`config.mk`:
```
export PLATFORM = sky130hd
export DESIGN_NAME = ccc_top
export DESIGN_NICKNAME = d
export VERILOG_FILES = /design/src/include/ccc_pkg.sv /design/src/rtl/ccc_top.sv
export VERILOG_INCLUDE_DIRS = /design/src /design/src/include
export SDC_FILE = /design/constraint.sdc
export NUM_CORES = 1
export LEC_CHECK = 0
export BUFFER_PORTS_ARGS = -buffer_cell sky130_fd_sc_hd__buf_2
export CORE_MARGIN = 2
export CORE_UTILIZATION = 60
export DETAILED_ROUTE_END_ITERATION = 7
export PLACE_DENSITY = 0.9
export REMOVE_ABC_BUFFERS = 1
export SETUP_SLACK_MARGIN = 0.5
export SLEW_MARGIN = 15
export SYNTH_ARGS = -nofsm -noshare
export SYNTH_HDL_FRONTEND = slang
export SYNTH_SLANG_ARGS = --single-unit
```
`constraint.sdc`:
```
create_clock -name CLK -period 9.05 [get_ports CLK]
set_input_delay 0 -clock CLK [delete_from_list [all_inputs] [get_ports CLK]]
set_output_delay 0 -clock CLK [all_outputs]
set_load 0.02 [all_outputs]
```
`src/include/ccc_defs.svh`:
```
`ifndef CCC_DEFS_SVH
`define CCC_DEFS_SVH
`define CCC_ADDR_CTRL 4'h0
`define CCC_ADDR_FAST_CHARGE_CURRENT_FIELD 4'h1
`define CCC_ADDR_IPRE 4'h2
`define CCC_ADDR_VREG 4'h3
`define CCC_ADDR_STAT 4'h4
`define CCC_ADDR_TMR 4'h5
`define CCC_CTRL_RST 8'h01
`define CCC_FAST_CHARGE_CURRENT_FIELD_RST 8'h20
`define CCC_IPRE_RST 8'h04
`define CCC_VREG_RST 8'h48
`define CCC_VREG_MAX 8'h73
`define CCC_TMR_RST 16'h1000
`define CCC_STAT_IDLE 2'h0
`define CCC_STAT_PRE 2'h1
`define CCC_STAT_FAST 2'h2
`define CCC_STAT_DONE 2'h3
`define CCC_SEL_OFF 3'h0
`define CCC_SEL_TRICKLE 3'h1
`define CCC_SEL_PRE 3'h2
`define CCC_SEL_FAST 3'h3
`define CCC_SEL_CV 3'h4
`endif

```
`src/include/ccc_pkg.sv`:
```
package ccc_pkg;
  typedef enum logic [6:0] {
    CCC_IDLE = 7'h01,
    CCC_TRICKLE = 7'h02,
    CCC_PRE = 7'h04,
    CCC_CC = 7'h08,
    CCC_CV = 7'h10,
    CCC_DONE = 7'h20,
    CCC_FAULT = 7'h40
  } ccc_state_t;
  typedef struct packed {
    logic in_uvlo_ok;
    logic in_above_bat;
    logic in_below_ovp;
    logic bat_above_sc;
    logic bat_above_lowv;
    logic bat_at_reg;
    logic bat_below_rechg;
    logic bat_above_depl;
    logic cur_at_term;
    logic input_voltage_limit_loop_act;
    logic power_path_droop_loop_act;
    logic input_current_limit_loop_act;
    logic therm_act;
    logic ts_fault;
    logic supplement_act;
  } ccc_flags_t;
  typedef struct packed {
    ccc_state_t state;
    ccc_flags_t s1;
    ccc_flags_t s2;
    logic ce_n_s1;
    logic ce_n_s2;
    logic [7:0] ctrl;
    logic [7:0] fast_charge_current_field;
    logic [7:0] ipre;
    logic [7:0] vreg;
    logic [15:0] tmr_limit;
    logic [17:0] tmr_cnt;
    logic tmr_tick;
    logic [7:0] rdata;
    logic fet_on;
    logic [2:0] sel;
    logic [7:0] itarget;
    logic [7:0] vtarget;
    logic tmr_run;
    logic [1:0] stat;
    logic sys_from_bat;
    logic expired;
  } ccc_regs_t;
endpackage

```
`src/rtl/ccc_top.sv`:
```
// Behaviour
// RULE_01 - Charge only while input is valid.
// RULE_02 - Disable bit or pin high opens switch.
// RULE_03 - Below short-circuit threshold use trickle current.
// RULE_04 - Precharge timer is quarter of fast.
// RULE_05 - Between thresholds use programmed precharge current.
// RULE_06 - Above low threshold go fast charge.
// RULE_07 - No termination: precharge is fifth of fast.
// RULE_08 - Constant current unless fault or loop limits.
// RULE_09 - At regulation voltage hand to voltage loop.
// RULE_10 - Taper to termination sets done status.
// RULE_11 - Clamp regulation target to top code.
// RULE_12 - Host programs fast-charge current field.
// RULE_13 - After done switch off, rail from input.
// RULE_14 - Terminate only in constant-voltage loop.
// RULE_15 - Limiting loops suppress termination.
// RULE_16 - Falling to recharge threshold restarts cycle.
// RULE_17 - Restart resets all safety timers.
// RULE_18 - Battery may supplement rail always.
// RULE_19 - Input gone, battery above depletion, feeds rail.
// RULE_20 - All loops enabled while charging.
// RULE_21 - Input limiting with enable doubles timer.
// RULE_22 - Supplement mode blocks termination.
// RULE_23 - Flags synchronised into one state machine.
// RULE_24 - Timer expiry stops charging until restart.
//
// Our own choices: the address-and-strobe port and the placing of the registers.
`timescale 1ns/1ns
`include "ccc_defs.svh"
module ccc_top (
  // Clock and reset
  input wire logic CLK,
  input wire logic RESET,
  // Analog comparator flags and pin
  input wire ccc_pkg::ccc_flags_t FLAGS,
  input wire logic CHARGE_ENABLE_N,
  // Register port
  input wire logic [3:0] ADDR,
  input wire logic [7:0] WDATA,
  input wire logic WR,
  input wire logic RD,
  output logic [7:0] RDATA,
  // Charger controls
  output logic BATTERY_SWITCH,
  output logic [2:0] CURRENT_SELECT,
  output logic [7:0] CURRENT_TARGET,
  output logic [7:0] VOLTAGE_TARGET,
  output logic LOOPS_ENABLE,
  output logic TIMER_RUN,
  output logic [1:0] CHARGE_STATE,
  output logic SYSTEM_FROM_BATTERY
);
  import ccc_pkg::*;
  // ctrl bits: 0 charge_disable_bit, 1 trickle_current_select, 2 timer_double_enable,
  // 3 termination enable (active low: bit set disables termination).
  ccc_regs_t r_ff;
  ccc_regs_t nxt_r;
  logic in_valid;
  logic enabled;
  logic term_ok;
  logic [17:0] limit;
  logic [7:0] fifth;
  logic tmr_hit;

  always_comb
  begin
    nxt_r = r_ff;
    nxt_r.s1 = FLAGS; // RULE_23
    nxt_r.s2 = r_ff.s1;
    nxt_r.ce_n_s1 = CHARGE_ENABLE_N;
    nxt_r.ce_n_s2 = r_ff.ce_n_s1;
    in_valid = r_ff.s2.in_uvlo_ok && r_ff.s2.in_above_bat && r_ff.s2.in_below_ovp; // RULE_01
    enabled = in_valid && !r_ff.ctrl[0] && !r_ff.ce_n_s2; // RULE_02
    // Termination needs the voltage loop and none of the limiting loops or supplement.
    term_ok = r_ff.s2.cur_at_term && !r_ff.ctrl[3] && !r_ff.s2.input_voltage_limit_loop_act
      && !r_ff.s2.power_path_droop_loop_act && !r_ff.s2.input_current_limit_loop_act && !r_ff.s2.therm_act
      && !r_ff.s2.supplement_act; // RULE_15 RULE_22
    // Limit in clock cycles; precharge phases get a quarter, input limiting may double it.
    limit = {2'h0, r_ff.tmr_limit};
    if (r_ff.state == CCC_TRICKLE || r_ff.state == CCC_PRE)
    begin
      limit = {4'h0, r_ff.tmr_limit[15:2]}; // RULE_04
    end
    if (r_ff.s2.input_voltage_limit_loop_act && r_ff.ctrl[2])
    begin
      limit = {limit[16:0], 1'b0}; // RULE_21
    end
    tmr_hit = r_ff.tmr_cnt >= limit;
    fifth = 8'((16'(r_ff.fast_charge_current_field) * 16'h0033) >> 8); // RULE_07
    if (r_ff.tmr_run)
    begin
      nxt_r.tmr_cnt = r_ff.tmr_cnt + 18'h0_0001;
    end
    case (r_ff.state)
      CCC_IDLE:
      begin
        nxt_r.tmr_cnt = 18'h0_0000;
        if (enabled)
        begin
          nxt_r.state = CCC_TRICKLE;
        end
      end
      CCC_TRICKLE, CCC_PRE, CCC_CC, CCC_CV:
      begin
        if (!enabled)
        begin
          nxt_r.state = CCC_IDLE; // RULE_02
        end
        else if (tmr_hit)
        begin
          nxt_r.state = CCC_FAULT; // RULE_24
        end
        else if (!r_ff.s2.bat_above_sc)
        begin
          nxt_r.state = CCC_TRICKLE; // RULE_03
        end
        else if (!r_ff.s2.bat_above_lowv)
        begin
          nxt_r.state = CCC_PRE; // RULE_05
        end
        else if (r_ff.state == CCC_CV)
        begin
          if (term_ok)
          begin
            nxt_r.state = CCC_DONE; // RULE_10 RULE_14
          end
        end
        else if (r_ff.s2.bat_at_reg)
        begin
          nxt_r.state = CCC_CV; // RULE_09
        end
        else
        begin
          if (r_ff.state != CCC_CC)
          begin
            nxt_r.tmr_cnt = 18'h0_0000;
          end
          nxt_r.state = CCC_CC; // RULE_06
        end
      end
      CCC_DONE:
      begin
        if (!enabled)
        begin
          nxt_r.state = CCC_IDLE;
        end
        else if (r_ff.s2.bat_below_rechg)
        begin
          nxt_r.tmr_cnt = 18'h0_0000; // RULE_17
          nxt_r.state = CCC_TRICKLE; // RULE_16
        end
      end
      CCC_FAULT:
      begin
        if (!enabled)
        begin
          nxt_r.state = CCC_IDLE; // RULE_24
        end
      end
      default:
      begin
        nxt_r.state = CCC_IDLE;
      end
    endcase
    // Outputs follow the next state so they line up with it.
    nxt_r.tmr_run = 1'b0;
    nxt_r.fet_on = 1'b0;
    nxt_r.sel = `CCC_SEL_OFF;
    nxt_r.itarget = 8'h00;
    nxt_r.stat = `CCC_STAT_IDLE;
    case (nxt_r.state)
      CCC_TRICKLE:
      begin
        nxt_r.fet_on = 1'b1;
        nxt_r.tmr_run = 1'b1;
        nxt_r.sel = `CCC_SEL_TRICKLE; // RULE_03
        nxt_r.itarget = r_ff.ctrl[1] ? 8'h08 : 8'h01;
        nxt_r.stat = `CCC_STAT_PRE;
      end
      CCC_PRE:
      begin
        nxt_r.fet_on = 1'b1;
        nxt_r.tmr_run = 1'b1;
        nxt_r.sel = `CCC_SEL_PRE;
        nxt_r.itarget = r_ff.ctrl[3] ? fifth : r_ff.ipre; // RULE_05 RULE_07
        nxt_r.stat = `CCC_STAT_PRE;
      end
      CCC_CC:
      begin
        nxt_r.fet_on = 1'b1;
        nxt_r.tmr_run = 1'b1;
        nxt_r.sel = `CCC_SEL_FAST;
        // The analog loops cut current below target; the target itself stays full.
        nxt_r.itarget = r_ff.fast_charge_current_field; // RULE_08 RULE_12
        nxt_r.stat = `CCC_STAT_FAST;
      end
      CCC_CV:
      begin
        nxt_r.fet_on = 1'b1;
        nxt_r.tmr_run = 1'b1;
        nxt_r.sel = `CCC_SEL_CV; // RULE_09
        nxt_r.itarget = r_ff.fast_charge_current_field;
        nxt_r.stat = `CCC_STAT_FAST;
      end
      CCC_DONE:
      begin
        nxt_r.stat = `CCC_STAT_DONE; // RULE_10 RULE_13
      end
      default:
      begin
      end
    endcase
    nxt_r.vtarget = (r_ff.vreg > `CCC_VREG_MAX) ? `CCC_VREG_MAX : r_ff.vreg; // RULE_11
    // Supplement is an analog path; here only the rail source is reported.
    nxt_r.sys_from_bat = (!in_valid && r_ff.s2.bat_above_depl)
      || r_ff.s2.supplement_act; // RULE_18 RULE_19
    nxt_r.expired = (r_ff.expired || (nxt_r.state == CCC_FAULT)) && enabled;
    if (WR)
    begin
      if (ADDR == `CCC_ADDR_CTRL)
      begin
        nxt_r.ctrl = {4'h0, WDATA[3:0]};
      end
      else if (ADDR == `CCC_ADDR_FAST_CHARGE_CURRENT_FIELD)
      begin
        nxt_r.fast_charge_current_field = WDATA; // RULE_12
      end
      else if (ADDR == `CCC_ADDR_IPRE)
      begin
        nxt_r.ipre = WDATA;
      end
      else if (ADDR == `CCC_ADDR_VREG)
      begin
        nxt_r.vreg = WDATA;
      end
      else if (ADDR == `CCC_ADDR_TMR)
      begin
        nxt_r.tmr_limit = {WDATA, 8'h00};
      end
    end
    nxt_r.rdata = 8'h00;
    if (RD)
    begin
      if (ADDR == `CCC_ADDR_CTRL)
      begin
        nxt_r.rdata = r_ff.ctrl;
      end
      else if (ADDR == `CCC_ADDR_FAST_CHARGE_CURRENT_FIELD)
      begin
        nxt_r.rdata = r_ff.fast_charge_current_field;
      end
      else if (ADDR == `CCC_ADDR_IPRE)
      begin
        nxt_r.rdata = r_ff.ipre;
      end
      else if (ADDR == `CCC_ADDR_VREG)
      begin
        nxt_r.rdata = r_ff.vreg;
      end
      else if (ADDR == `CCC_ADDR_STAT)
      begin
        nxt_r.rdata = {4'h0, r_ff.expired, r_ff.fet_on, r_ff.stat};
      end
      else if (ADDR == `CCC_ADDR_TMR)
      begin
        nxt_r.rdata = r_ff.tmr_limit[15:8];
      end
    end
    nxt_r.tmr_tick = 1'b0;
  end

  always_ff @(posedge CLK)
  begin
    if (RESET)
    begin
      r_ff <= '0;
      r_ff.state <= CCC_IDLE;
      r_ff.ce_n_s1 <= 1'b1;
      r_ff.ce_n_s2 <= 1'b1;
      r_ff.ctrl <= `CCC_CTRL_RST;
      r_ff.fast_charge_current_field <= `CCC_FAST_CHARGE_CURRENT_FIELD_RST;
      r_ff.ipre <= `CCC_IPRE_RST;
      r_ff.vreg <= `CCC_VREG_RST;
      r_ff.vtarget <= `CCC_VREG_RST;
      r_ff.tmr_limit <= `CCC_TMR_RST;
    end
    else
    begin
      r_ff <= nxt_r;
    end
  end

  assign RDATA = r_ff.rdata;
  assign BATTERY_SWITCH = r_ff.fet_on;
  assign CURRENT_SELECT = r_ff.sel;
  assign CURRENT_TARGET = r_ff.itarget;
  assign VOLTAGE_TARGET = r_ff.vtarget;
  assign LOOPS_ENABLE = r_ff.fet_on; // RULE_20
  assign TIMER_RUN = r_ff.tmr_run;
  assign CHARGE_STATE = r_ff.stat;
  assign SYSTEM_FROM_BATTERY = r_ff.sys_from_bat;

  AST_DISABLE_OPENS: assert property (@(posedge CLK) disable iff (RESET)
    (r_ff.ctrl[0] || r_ff.ce_n_s2) |=> !BATTERY_SWITCH) // RULE_02
    else $error("switch on while disabled");
  AST_INVALID_OPENS: assert property (@(posedge CLK) disable iff (RESET)
    !in_valid |=> !BATTERY_SWITCH) // RULE_01
    else $error("switch on with bad input");
  AST_TRICKLE_SEL: assert property (@(posedge CLK) disable iff (RESET)
    (r_ff.state == CCC_TRICKLE) |-> CURRENT_SELECT == `CCC_SEL_TRICKLE) // RULE_03
    else $error("trickle select wrong");
  AST_VCLAMP: assert property (@(posedge CLK) disable iff (RESET)
    $past(r_ff.vreg) > `CCC_VREG_MAX |-> VOLTAGE_TARGET == `CCC_VREG_MAX) // RULE_11
    else $error("voltage not clamped");
  AST_DONE_OFF: assert property (@(posedge CLK) disable iff (RESET)
    (r_ff.state == CCC_DONE) |-> !BATTERY_SWITCH && CHARGE_STATE == `CCC_STAT_DONE) // RULE_13
    else $error("done state wrong");
  AST_DONE_FROM_CV: assert property (@(posedge CLK) disable iff (RESET)
    (r_ff.state == CCC_DONE) && $past(r_ff.state) != CCC_DONE |-> $past(r_ff.state) == CCC_CV) // RULE_14
    else $error("done not from cv");
  AST_NO_TERM_LIMIT: assert property (@(posedge CLK) disable iff (RESET)
    (r_ff.state == CCC_CV) && (r_ff.s2.input_current_limit_loop_act || r_ff.s2.input_voltage_limit_loop_act) |=> r_ff.state != CCC_DONE) // RULE_15
    else $error("terminated under limit");
  AST_EXPIRE: assert property (@(posedge CLK) disable iff (RESET)
    (r_ff.state == CCC_FAULT) |-> !BATTERY_SWITCH) // RULE_24
    else $error("switch on after expiry");
  AST_RECHG: assert property (@(posedge CLK) disable iff (RESET)
    (r_ff.state == CCC_DONE) && enabled && r_ff.s2.bat_below_rechg |=> r_ff.state == CCC_TRICKLE ##0 r_ff.tmr_cnt == 18'h0_0000) // RULE_16
    else $error("no recharge");
  COV_DONE: cover property (@(posedge CLK) r_ff.state == CCC_DONE);
  COV_FAULT: cover property (@(posedge CLK) r_ff.state == CCC_FAULT);
  COV_CC_CV: cover property (@(posedge CLK) r_ff.state == CCC_CC ##1 r_ff.state == CCC_CV);
endmodule

```
After elaboration in Yosys (flattened, before gate mapping). Cells that the tools add are included.

Equal/unequal tests: 19. Add/sub/neg operators: 1. Bitwise logic cells: 5. Mux-type cells: 37. Magnitude comparators: 2. $mul: 1. Reduce and logical (&&, ||, !) cells: 38.

Operators with widths (count): 2-to-1 mux 18 bit (10); 2-to-1 mux 7 bit (10); one-hot mux 18 bit (3 select lines) (1); 2-to-1 mux 8 bit (6); one-hot mux 12 bit (4 select lines) (1); one-hot mux 7 bit (4 select lines) (1); adder 18 x 1 -> 18 bit (second input constant) (1); >= comparator 18 bit (1); 2-to-1 mux 17 bit (1); 2-to-1 mux 16 bit (1); == test 7 x 2 -> 1 bit (second input constant) (2); == test 7 x 3 -> 1 bit (second input constant) (2); == test 7 x 4 -> 1 bit (second input constant) (2); == test 7 x 5 -> 1 bit (second input constant) (2); == test 7 x 6 -> 1 bit (second input constant) (2); == test 7 bit (second input constant) (2); multiplier 8 x 6 -> 14 bit (second input constant) (1); logical AND 1 bit (13); zero test 1 bit (9); == test 4 x 2 -> 1 bit (second input constant) (2); == test 4 x 3 -> 1 bit (second input constant) (2); greater-than comparator 8 x 7 -> 1 bit (second input constant) (1); 2-to-1 mux 4 bit (2); OR reduction 2 bit (4); other kinds (17) (24).

Bits in registers: 124. Output and inout bits: 33. Logic and storage cells: 151. Input port bits: 32.

Depth between registers and ports, before layout. Gate-level depths: netlist of the first run.

Depth in word-level cells: 17. Mapped depth: 15. Depth with buffers taken out: 13.

Worst setup path after synthesis of the first run. OpenSTA, ideal clock, no wires.

Kind: reg2reg. Start point: register r_ff[90] (netlist bit). End point: register r_ff, in the netlist CURRENT_TARGET[5]. Clock period less this slack: 3630 ps. Arrival time: 3537 ps. Slack: 5420 ps. Library setup time: 92 ps. Cell stages (with the launch flop): 14. Data required time: 8958 ps. Path buffers: 0. Cell sequence: dfxtp_1 > inv_1 > ha_1 > fa_1 > inv_1 > fa_1 > ha_1 > a21o_1 > a221oi_1 > nand2_1 > o31ai_1 > nor4bb_1 > nor3_1 > o32ai_1.

Cells in the longest elaborated chain, start to end: 3.

RTL lines: from (decl) (line ccc_top.sv:56) `ccc_regs_t r_ff;`; from (signal assigned) (line ccc_top.sv:289) `r_ff <= nxt_r;`; multiplier 8 x 6 -> 14 bit (line ccc_top.sv:89) `fifth = 8'((16'(r_ff.fast_charge_current_field) * 16'h0033) >> 8);`; 2-to-1 mux 8 bit (line ccc_top.sv:185) `nxt_r.itarget = r_ff.ctrl[3] ? fifth : r_ff.ipre;`; one-hot mux 12 bit (4 select lines) (line ccc_top.sv:171) `case (nxt_r.state)`.

Every way passes these cells. A chain may end at the register's enable or synchronous reset.

Final worst setup path of the first run.
Start point: register r_ff[138] (netlist bit). End point: register r_ff, in the netlist CURRENT_TARGET[4].

Cells in the longest elaborated chain, start to end: 10. Elaborated cells between the ends (all ways): 28. Those cells by class: 1 x order compare; 11 x eq/ne; 14 x mux; 2 x reduce/logical.

RTL lines: == test 7 x 2 -> 1 bit or == test 7 x 3 -> 1 bit (tied branches) (line ccc_top.sv:80, ccc_top.sv:94); logical OR 1 bit (line ccc_top.sv:80) `if (r_ff.state == CCC_TRICKLE || r_ff.state == CCC_PRE)`; 2-to-1 mux 16 bit (line ccc_top.sv:80); 2-to-1 mux 17 bit (line ccc_top.sv:84) `if (r_ff.s2.input_voltage_limit_loop_act && r_ff.ctrl[2])`; >= comparator 18 bit (line ccc_top.sv:88) `tmr_hit = r_ff.tmr_cnt >= limit;`; 2-to-1 mux 7 bit (line ccc_top.sv:109) `else if (tmr_hit)`; 2-to-1 mux 7 bit (line ccc_top.sv:105) `if (!enabled)`; one-hot mux 7 bit (4 select lines) * (line ccc_top.sv:94) `case (r_ff.state)`; == test 7 x 5 -> 1 bit, or another cell as far along (line ccc_top.sv:171); one-hot mux 12 bit (4 select lines) * (line ccc_top.sv:171).

Every way passes the cells marked *; elsewhere a longest branch is shown, timed or not.

==> flow_summary.json, run 1 <==
{
  "status": "finished clean",
  "reg2reg_depth": 11,
  "vias_after_detailed_routing": 5379,
  "multi_input_area_mm2": 0.00329,
  "seqCellArea_mm2": 0.00246,
  "sequential_area_share_after_synthesis_pct": 39.3,
  "critPathArrivalTime_ns": 4.75,
  "cts_max_path_buffers": 2,
  "number_of_flops_mapped_to_enable_cells_by_yosys": 0,
  "placedCellCount": 835,
  "die_y_um": 106,
  "crit_path_end_kind": "flop",
  "hold_violations": 0,
  "detailed_place_hpwl_um": 9780,
  "num-fill-cells": 686,
  "critical_path_cell_list": "nor3_1 > nand3_1 > or2_2 > ha_1 > nand2b_1 > a21oi_1 > o311ai_1 > and4_1 > nor3b_4 > nand2_1 > a21oi_1",
  "grt_antenna_before_repair": 0,
  "ys.flop_type": "dfxtp_1",
  "drive_gt1_share_pct": 16.3,
  "netlist_area_mm2": 0.00627,
  "global_route.overflow_total": 0,
  "tritoncts_num_sinks": 123,
  "final_replace_weighted_congestion": 0.955,
  "p_per_cell_area_mw_per_mm2": 176,
  "setup-tns-final_ns": 0,
  "hold_slack_ns": 0.0272,
  "fp.dieArea_mm2": 0.0113,
  "drt-pass1-iter-count": 6,
  "worst_skew_pair_later_pin_latency_ns": 0.53,
  "synth-seq-cells": 123,
  "max_freq_mhz": 232,
  "initial_utilization_pct": 61.3,
  "min_from": "ADDR[2]",
  "cpLargestDelayFamily": "simple AND/OR/NAND/NOR gates",
  "first_global_vias": 5276,
  "drv_cap": 0,
  "clockRootBuffer": "clkbuf_8",
  "crit_path_start_kind": "flop",
  "whs_endpoint": "RDATA[4]$_SDFF_PP0_",
  "postSynthAreaPerCell_um2": 9.03,
  "cts_hold_repair.buffers": 36,
  "mostFrequentLayoutCell": "dfxtp_1",
  "number_of_cells_upsized_or_downsized_after_cts": 0,
  "cts_setup_buffers": 0,
  "ff2ff_setup_slack_ns": 4.73,
  "tritoncts_clock_tree": "done",
  "finalCriticalPeriod_ns": 4.32,
  "path_max_fanout": 14,
  "clk_pin_slew_worst_paths_ns": 0.06,
  "die_x_um": 106,
  "worst_case_headroom_to_the_max_slew_limit_pct": 42.7,
  "placementRows": 37,
  "boundaryPins": 65,
  "totalWireLength_um": 15600,
  "ir_worst_vdd_mv": 0.128,
  "num_antenna_cells": 0,
  "groute.usage.overall_pct": 28.3,
  "instances_no_fill": 902,
  "regToRegEndpoint": "CURRENT_TARGET[4]$_SDFF_PP0_",
  "vias_per_cell": 5.96,
  "most-common-layout-cells": "123 x dfxtp_1, 63 x nand2_1, 63 x buf_2",
  "synth_warnings": 0,
  "critPathKind": "flop to flop",
  "drt_first_iter_violations": 517,
  "grt_max_degree": 73,
  "r2r_start": "r_ff[138]$_SDFF_PP0_",
  "min_delay_path_depth": 5,
  "grt_pass1_wl_um": 25000,
  "synthDistinctLibCells": 68,
  "cts_buffers": 17,
  "nNetsFinal": 835,
  "async_reset_ff_share_pct": 0,
  "finClkSkew_ns": 0.0128,
  "post-route-drc-count": 0,
  "critical_path.max_stage_delay_ns": 0.53,
  "worst_ep_required_time_ns": 9.48,
  "worst_margin_pin_slew_ns": 0.856,
  "finalSetupViolCount": 0,
  "core_area_mm2": 0.0102,
  "final-max-slew-violation-count": 0,
  "finalCritPeriodShare_pct": 47.7,
  "most_prevalent_standard_cell_on_the_critical_path": "a21oi_1",
  "ant_nets": 0,
  "synth_cells": 694,
  "cts-htree-levels": 4,
  "critical_path.slowest_cell": "nand3_1",
  "hold_path.class": "primary input to flop",
  "portBuffers": 63,
  "avg_wl_per_cell_um": 17.2,
  "cp_num_buf_inv": 0,
  "synthToLayoutAreaGrowth_pct": 16.9,
  "static-leakage-power_nw": 3.14,
  "finish.utilization_pct": 71.6,
  "grt_setup_unrepaired": "no"
}
==> per-stage QoR <==
stage / power (W) / area [um2] / worst slack [ns]
after global placement: 0.000623 / 6390 / 5.07
after floorplan: 0.000598 / 5890 / 5.42
after CTS: 0.00129 / 7330 / 4.85
after detailed placement: 0.000626 / 6390 / 4.96
final: 0.00129 / 7330 / 4.73
after global routing: 0.00132 / 7330 / 4.46
==> layer usage <==
layer  routed length (um)  GRT usage [%]  up-vias
li1                     -              -     2498
met5                    0              0        -
met1                 6100           32.8     2556
met3                 1110           6.56       61
met4                  617           13.9        0
met2                 7720           49.1      264
==> area by class of cell <==
type / instances / share of cell area, %
clock buffers: 19 / 6.03
flip-flops and latches: 123 / 33.6
multi-input cells: 474 / 44.9
well taps: 136 / 2.32
clock inverters: 12 / 1.88
inverters: 37 / 1.90
repair buffers: 101 / 9.42
==> cell usage after synthesis, types with 3 or more instances <==
cell type    n  area, um2
dfxtp_1    123       2460
nand2_1     63        236
nor2_1      60        225
a21oi_1     47        235
ha_1        42        526
inv_1       36        135
nor2b_1     33        206
buf_4       31        233
nand3_1     28        140
clkbuf_1    21       78.8
mux2i_1     21        210
xor2_1      12        105
a21o_1      11       82.6
nor3_1      10       50.1
o21ai_0     10       50.1
xnor2_1     10       87.6
and3_1       9       56.3
mux2_2       8       90.1
nand4_1      8       50.1
a22o_1       7       61.3
a22oi_1      7       52.6
fa_1         7        140
nand3b_1     6       45.0
a211o_1      5       43.8
nand2b_1     5       31.3
a222oi_1     4       40.0
a31oi_1      4       25.0
a21o_2       3       26.3
and3_2       3       22.5
clkbuf_8     3       41.3
nor3b_1      3       22.5
o31ai_1      3       22.5
or2_2        3       18.8
==> worst min-delay path, cell delays in order <==
cell and delay (ns):
buf_2 0.12, nor3b_2 0.05, buf_4 0.19, nand2_1 0.08, a21oi_1 0.05
==> sequential cells by signal, indices dropped and copies added, names as in the netlist <==
name,cells
SYSTEM_FROM_BATTERY,1
CURRENT_TARGET,8
RDATA,8
VOLTAGE_TARGET,8
CURRENT_SELECT,3
BATTERY_SWITCH,1
CHARGE_STATE,2
r_ff,77
nxt_r,15
==> logic make-up (layout without fill, tap and decap cells) <==
kind of cell | after synthesis | after routing | share of synthesized area, %
AND/OR/NAND/NOR | 252 | 252 | 20.8
flip-flops | 123 | 123 | 39.3
AO/OA/AOI/OAI | 121 | 121 | 13.1
buffers and inverters | 97 | 169 | 8.30
adder cells (fa/ha/maj) | 49 | 49 | 10.6
multiplexers | 29 | 29 | 4.79
XOR/XNOR | 22 | 22 | 3.07
other | 1 | 1 | 0.0598
==> report_power, final <==
group	internal, W	switching, W
Clock	0.000407	0.000253
Sequential	0.000551	0.00000658
Combinational	0.0000328	0.0000381
Total	0.000991	0.000297
==> worst max-delay path by stage <==
stage	from	cells after the start	slack, ns	to
2_1_floorplan	r_ff[90]$_SDFFE_PP0P_	13	5.42	CURRENT_TARGET[5]$_SDFF_PP0_
3_3_place_gp	r_ff[138]$_SDFF_PP0_	11	5.07	CURRENT_TARGET[3]$_SDFF_PP0_
3_5_place_dp	r_ff[138]$_SDFF_PP0_	11	4.96	CURRENT_TARGET[0]$_SDFF_PP0_
4_1_cts	r_ff[138]$_SDFF_PP0_	11	4.85	CURRENT_TARGET[4]$_SDFF_PP0_
5_1_grt	r_ff[138]$_SDFF_PP0_	11	4.46	CURRENT_TARGET[0]$_SDFF_PP0_
6_report	r_ff[138]$_SDFF_PP0_	11	4.73	CURRENT_TARGET[4]$_SDFF_PP0_
Note: power is estimated with default switching activity, not from simulation.
==> run 2, diff against run 1 <==
--- a/config.mk
+++ b/config.mk
@@ -8,9 +8,9 @@
 export LEC_CHECK = 0
 export BUFFER_PORTS_ARGS = -buffer_cell sky130_fd_sc_hd__buf_2
 export CORE_MARGIN = 2
-export CORE_UTILIZATION = 60
+export CORE_UTILIZATION = 53
 export DETAILED_ROUTE_END_ITERATION = 7
-export PLACE_DENSITY = 0.9
+export PLACE_DENSITY = 0.85
 export REMOVE_ABC_BUFFERS = 1
 export SETUP_SLACK_MARGIN = 0.5
 export SLEW_MARGIN = 15
==> constraint.sdc (replaced) <==
create_clock -name CLK -period 3.9 [get_ports CLK]
set_input_delay 0 -clock CLK [delete_from_list [all_inputs] [get_ports CLK]]
set_output_delay 0 -clock CLK [all_outputs]
set_load 0.02 [all_outputs]
==> run 2 against run 1 <==
  * Total power increased by 130%
  * Highest routed layer unchanged
  * Via count decreased by 1.3%
  * Clock-buffer cell count increased by 2
  * Register-to-register slack got worse by 4.4 ns
==> flow_summary.json, run 2 (synthesized netlist as in run 1, its figures left out) <==
{
  "status": "finished clean",
  "finalSetupViolCount": 0,
  "largest_reg_flops": 77,
  "drive_gt1_share_pct": 24.6,
  "drt-pass1-iter-count": 7,
  "hold_violations": 0,
  "tritoncts_num_sinks": 123,
  "groute.usage.overall_pct": 24.1,
  "vias_per_cell": 5.75,
  "finish.utilization_pct": 66.8,
  "crit_path_end_kind": "flop",
  "synthToLayoutAreaGrowth_pct": 22.1,
  "max_flop_register": "r_ff",
  "final_replace_weighted_congestion": 0.891,
  "detailed_place_hpwl_um": 10200,
  "finalCriticalPeriod_ns": 3.53,
  "placedCellCount": 848,
  "multi_input_area_mm2": 0.00353,
  "static-leakage-power_nw": 3.19,
  "fp.dieArea_mm2": 0.0127,
  "num-fill-cells": 875,
  "grt_pass1_wl_um": 24600,
  "tritoncts_clock_tree": "done",
  "drt_first_iter_violations": 456,
  "crit_path_start_kind": "flop",
  "most-common-layout-cells": "113 x dfxtp_1, 63 x buf_2, 61 x nand2_1",
  "worst_margin_pin_slew_ns": 0.889,
  "worst_case_headroom_to_the_max_slew_limit_pct": 40.5,
  "global_route.overflow_total": 0,
  "hold_path.class": "primary input to flop",
  "ir_worst_vdd_mv": 0.446,
  "totalWireLength_um": 15300,
  "cts_max_path_buffers": 2,
  "nNetsFinal": 848,
  "first_global_vias": 5259,
  "die_x_um": 113,
  "seqCellArea_mm2": 0.00248,
  "final-max-slew-violation-count": 0,
  "p_per_cell_area_mw_per_mm2": 383,
  "worst_ep_required_time_ns": 4.24,
  "num_antenna_cells": 0,
  "critPathArrivalTime_ns": 3.87,
  "setup_ws_ns": 0.372,
  "pre_cts_slack_ns": -0.193,
  "cts-htree-levels": 4,
  "clockRootBuffer": "clkbuf_16",
  "path_max_fanout": 4,
  "grt_antenna_before_repair": 0,
  "drv_cap": 0,
  "cts_buffers": 17,
  "clk_pin_slew_worst_paths_ns": 0.06,
  "post-route-drc-count": 0,
  "worst_skew_pair_later_pin_latency_ns": 0.41,
  "instances_no_fill": 923,
  "finClkSkew_ns": 0.00638,
  "max_freq_mhz": 283,
  "critPathKind": "flop to flop",
  "boundaryPins": 65,
  "grt_setup_unrepaired": "yes",
  "ant_nets": 0,
  "grt_max_degree": 48,
  "mostFrequentLayoutCell": "dfxtp_1",
  "die_y_um": 113,
  "avg_wl_per_cell_um": 16.6,
  "hold_slack_ns": 0.0476,
  "finalCritPeriodShare_pct": 90.5,
  "core_area_mm2": 0.0115,
  "placementRows": 39,
  "portBuffers": 63,
  "vias_after_detailed_routing": 5307,
  "initial_utilization_pct": 54.7
}
-- run 2: cell count changes in the layout (fill, tap and decap cells not counted), sizes merged --
cell / before / now
nand3: 28 / 29
clkinvlp: 2 / 5
inv: 40 / 39
clkinv: 5 / 4
buf: 65 / 89
clkbuf: 19 / 21
dlygate4sd3: 36 / 24
bufinv: 2 / 0
-- run 2: final timing paths --
path	start	to	slack, ns	cells after the start
hold reg to reg	nxt_r[100]$_SDFF_PP1_	r_ff[100]$_SDFF_PP1_	0.41	1
hold / removal	WR	r_ff[86]$_SDFFE_PP0P_	0.05	3
setup / recovery	r_ff[86]$_SDFFE_PP0P_	CURRENT_TARGET[4]$_SDFF_PP0_	0.37	14
setup reg to reg	r_ff[86]$_SDFFE_PP0P_	CURRENT_TARGET[4]$_SDFF_PP0_	0.37	14
-- run 2: cell type report --
type	count	area share, %
Inverter	37	1.81
Clock inverter	11	1.13
Tap cell	143	2.34
Timing Repair Buffer	113	9.86
Multi-Input combinational cell	475	46.2
Clock buffer	21	6.28
Sequential cell	123	32.4
-- run 2: repair_timing --
action | CTS | global route
endpoints found under the setup margin | 28 | 31
hold buffers | 24 | 0
endpoints found under the hold margin | 53 | 0
gates cloned | 0 | 1
gates resized for setup | 34 | 18
buffers inserted | 14 | 4
pin swaps | 19 | 6
-- run 2: report_power, final --
group / switching, W / internal (W)
registers: 0.0000149 / 0.00128
logic: 0.0000899 / 0.0000765
clock network: 0.000585 / 0.000884
-- run 2: metrics by stage --
step	area (um2)	total power (W)	TNS, ns
6_report	7650	0.00293	0
5_1_grt	7650	0.00301	0
4_1_cts	7530	0.00293	0
3_5_place_dp	6440	0.00145	-0.322
3_3_place_gp	6440	0.00145	0
2_1_floorplan	5890	0.00139	0
-- run 2: worst max-delay path: stages (launching register included) --
cell,delay (ns)
dfxtp_4,0.37
ha_4,0.28
inv_2,0.03
fa_1,0.47
inv_1,0.05
fa_1,0.53
ha_4,0.21
a21o_1,0.20
a221oi_4,0.32
nand2_2,0.12
o31ai_4,0.23
buf_4,0.16
xor2_1,0.06
a211o_1,0.27
a21oi_2,0.13
-- run 2: layer usage --
| layer | wire length (um) | vias up | track usage (%) |
|---|---|---|---|
| li1 | - | 2520 | - |
| met3 | 978 | 71 | 4.77 |
| met5 | 0 | - | 0 |
| met1 | 6150 | 2478 | 28.0 |
| met2 | 7590 | 238 | 42.4 |
| met4 | 603 | 0 | 11.6 |
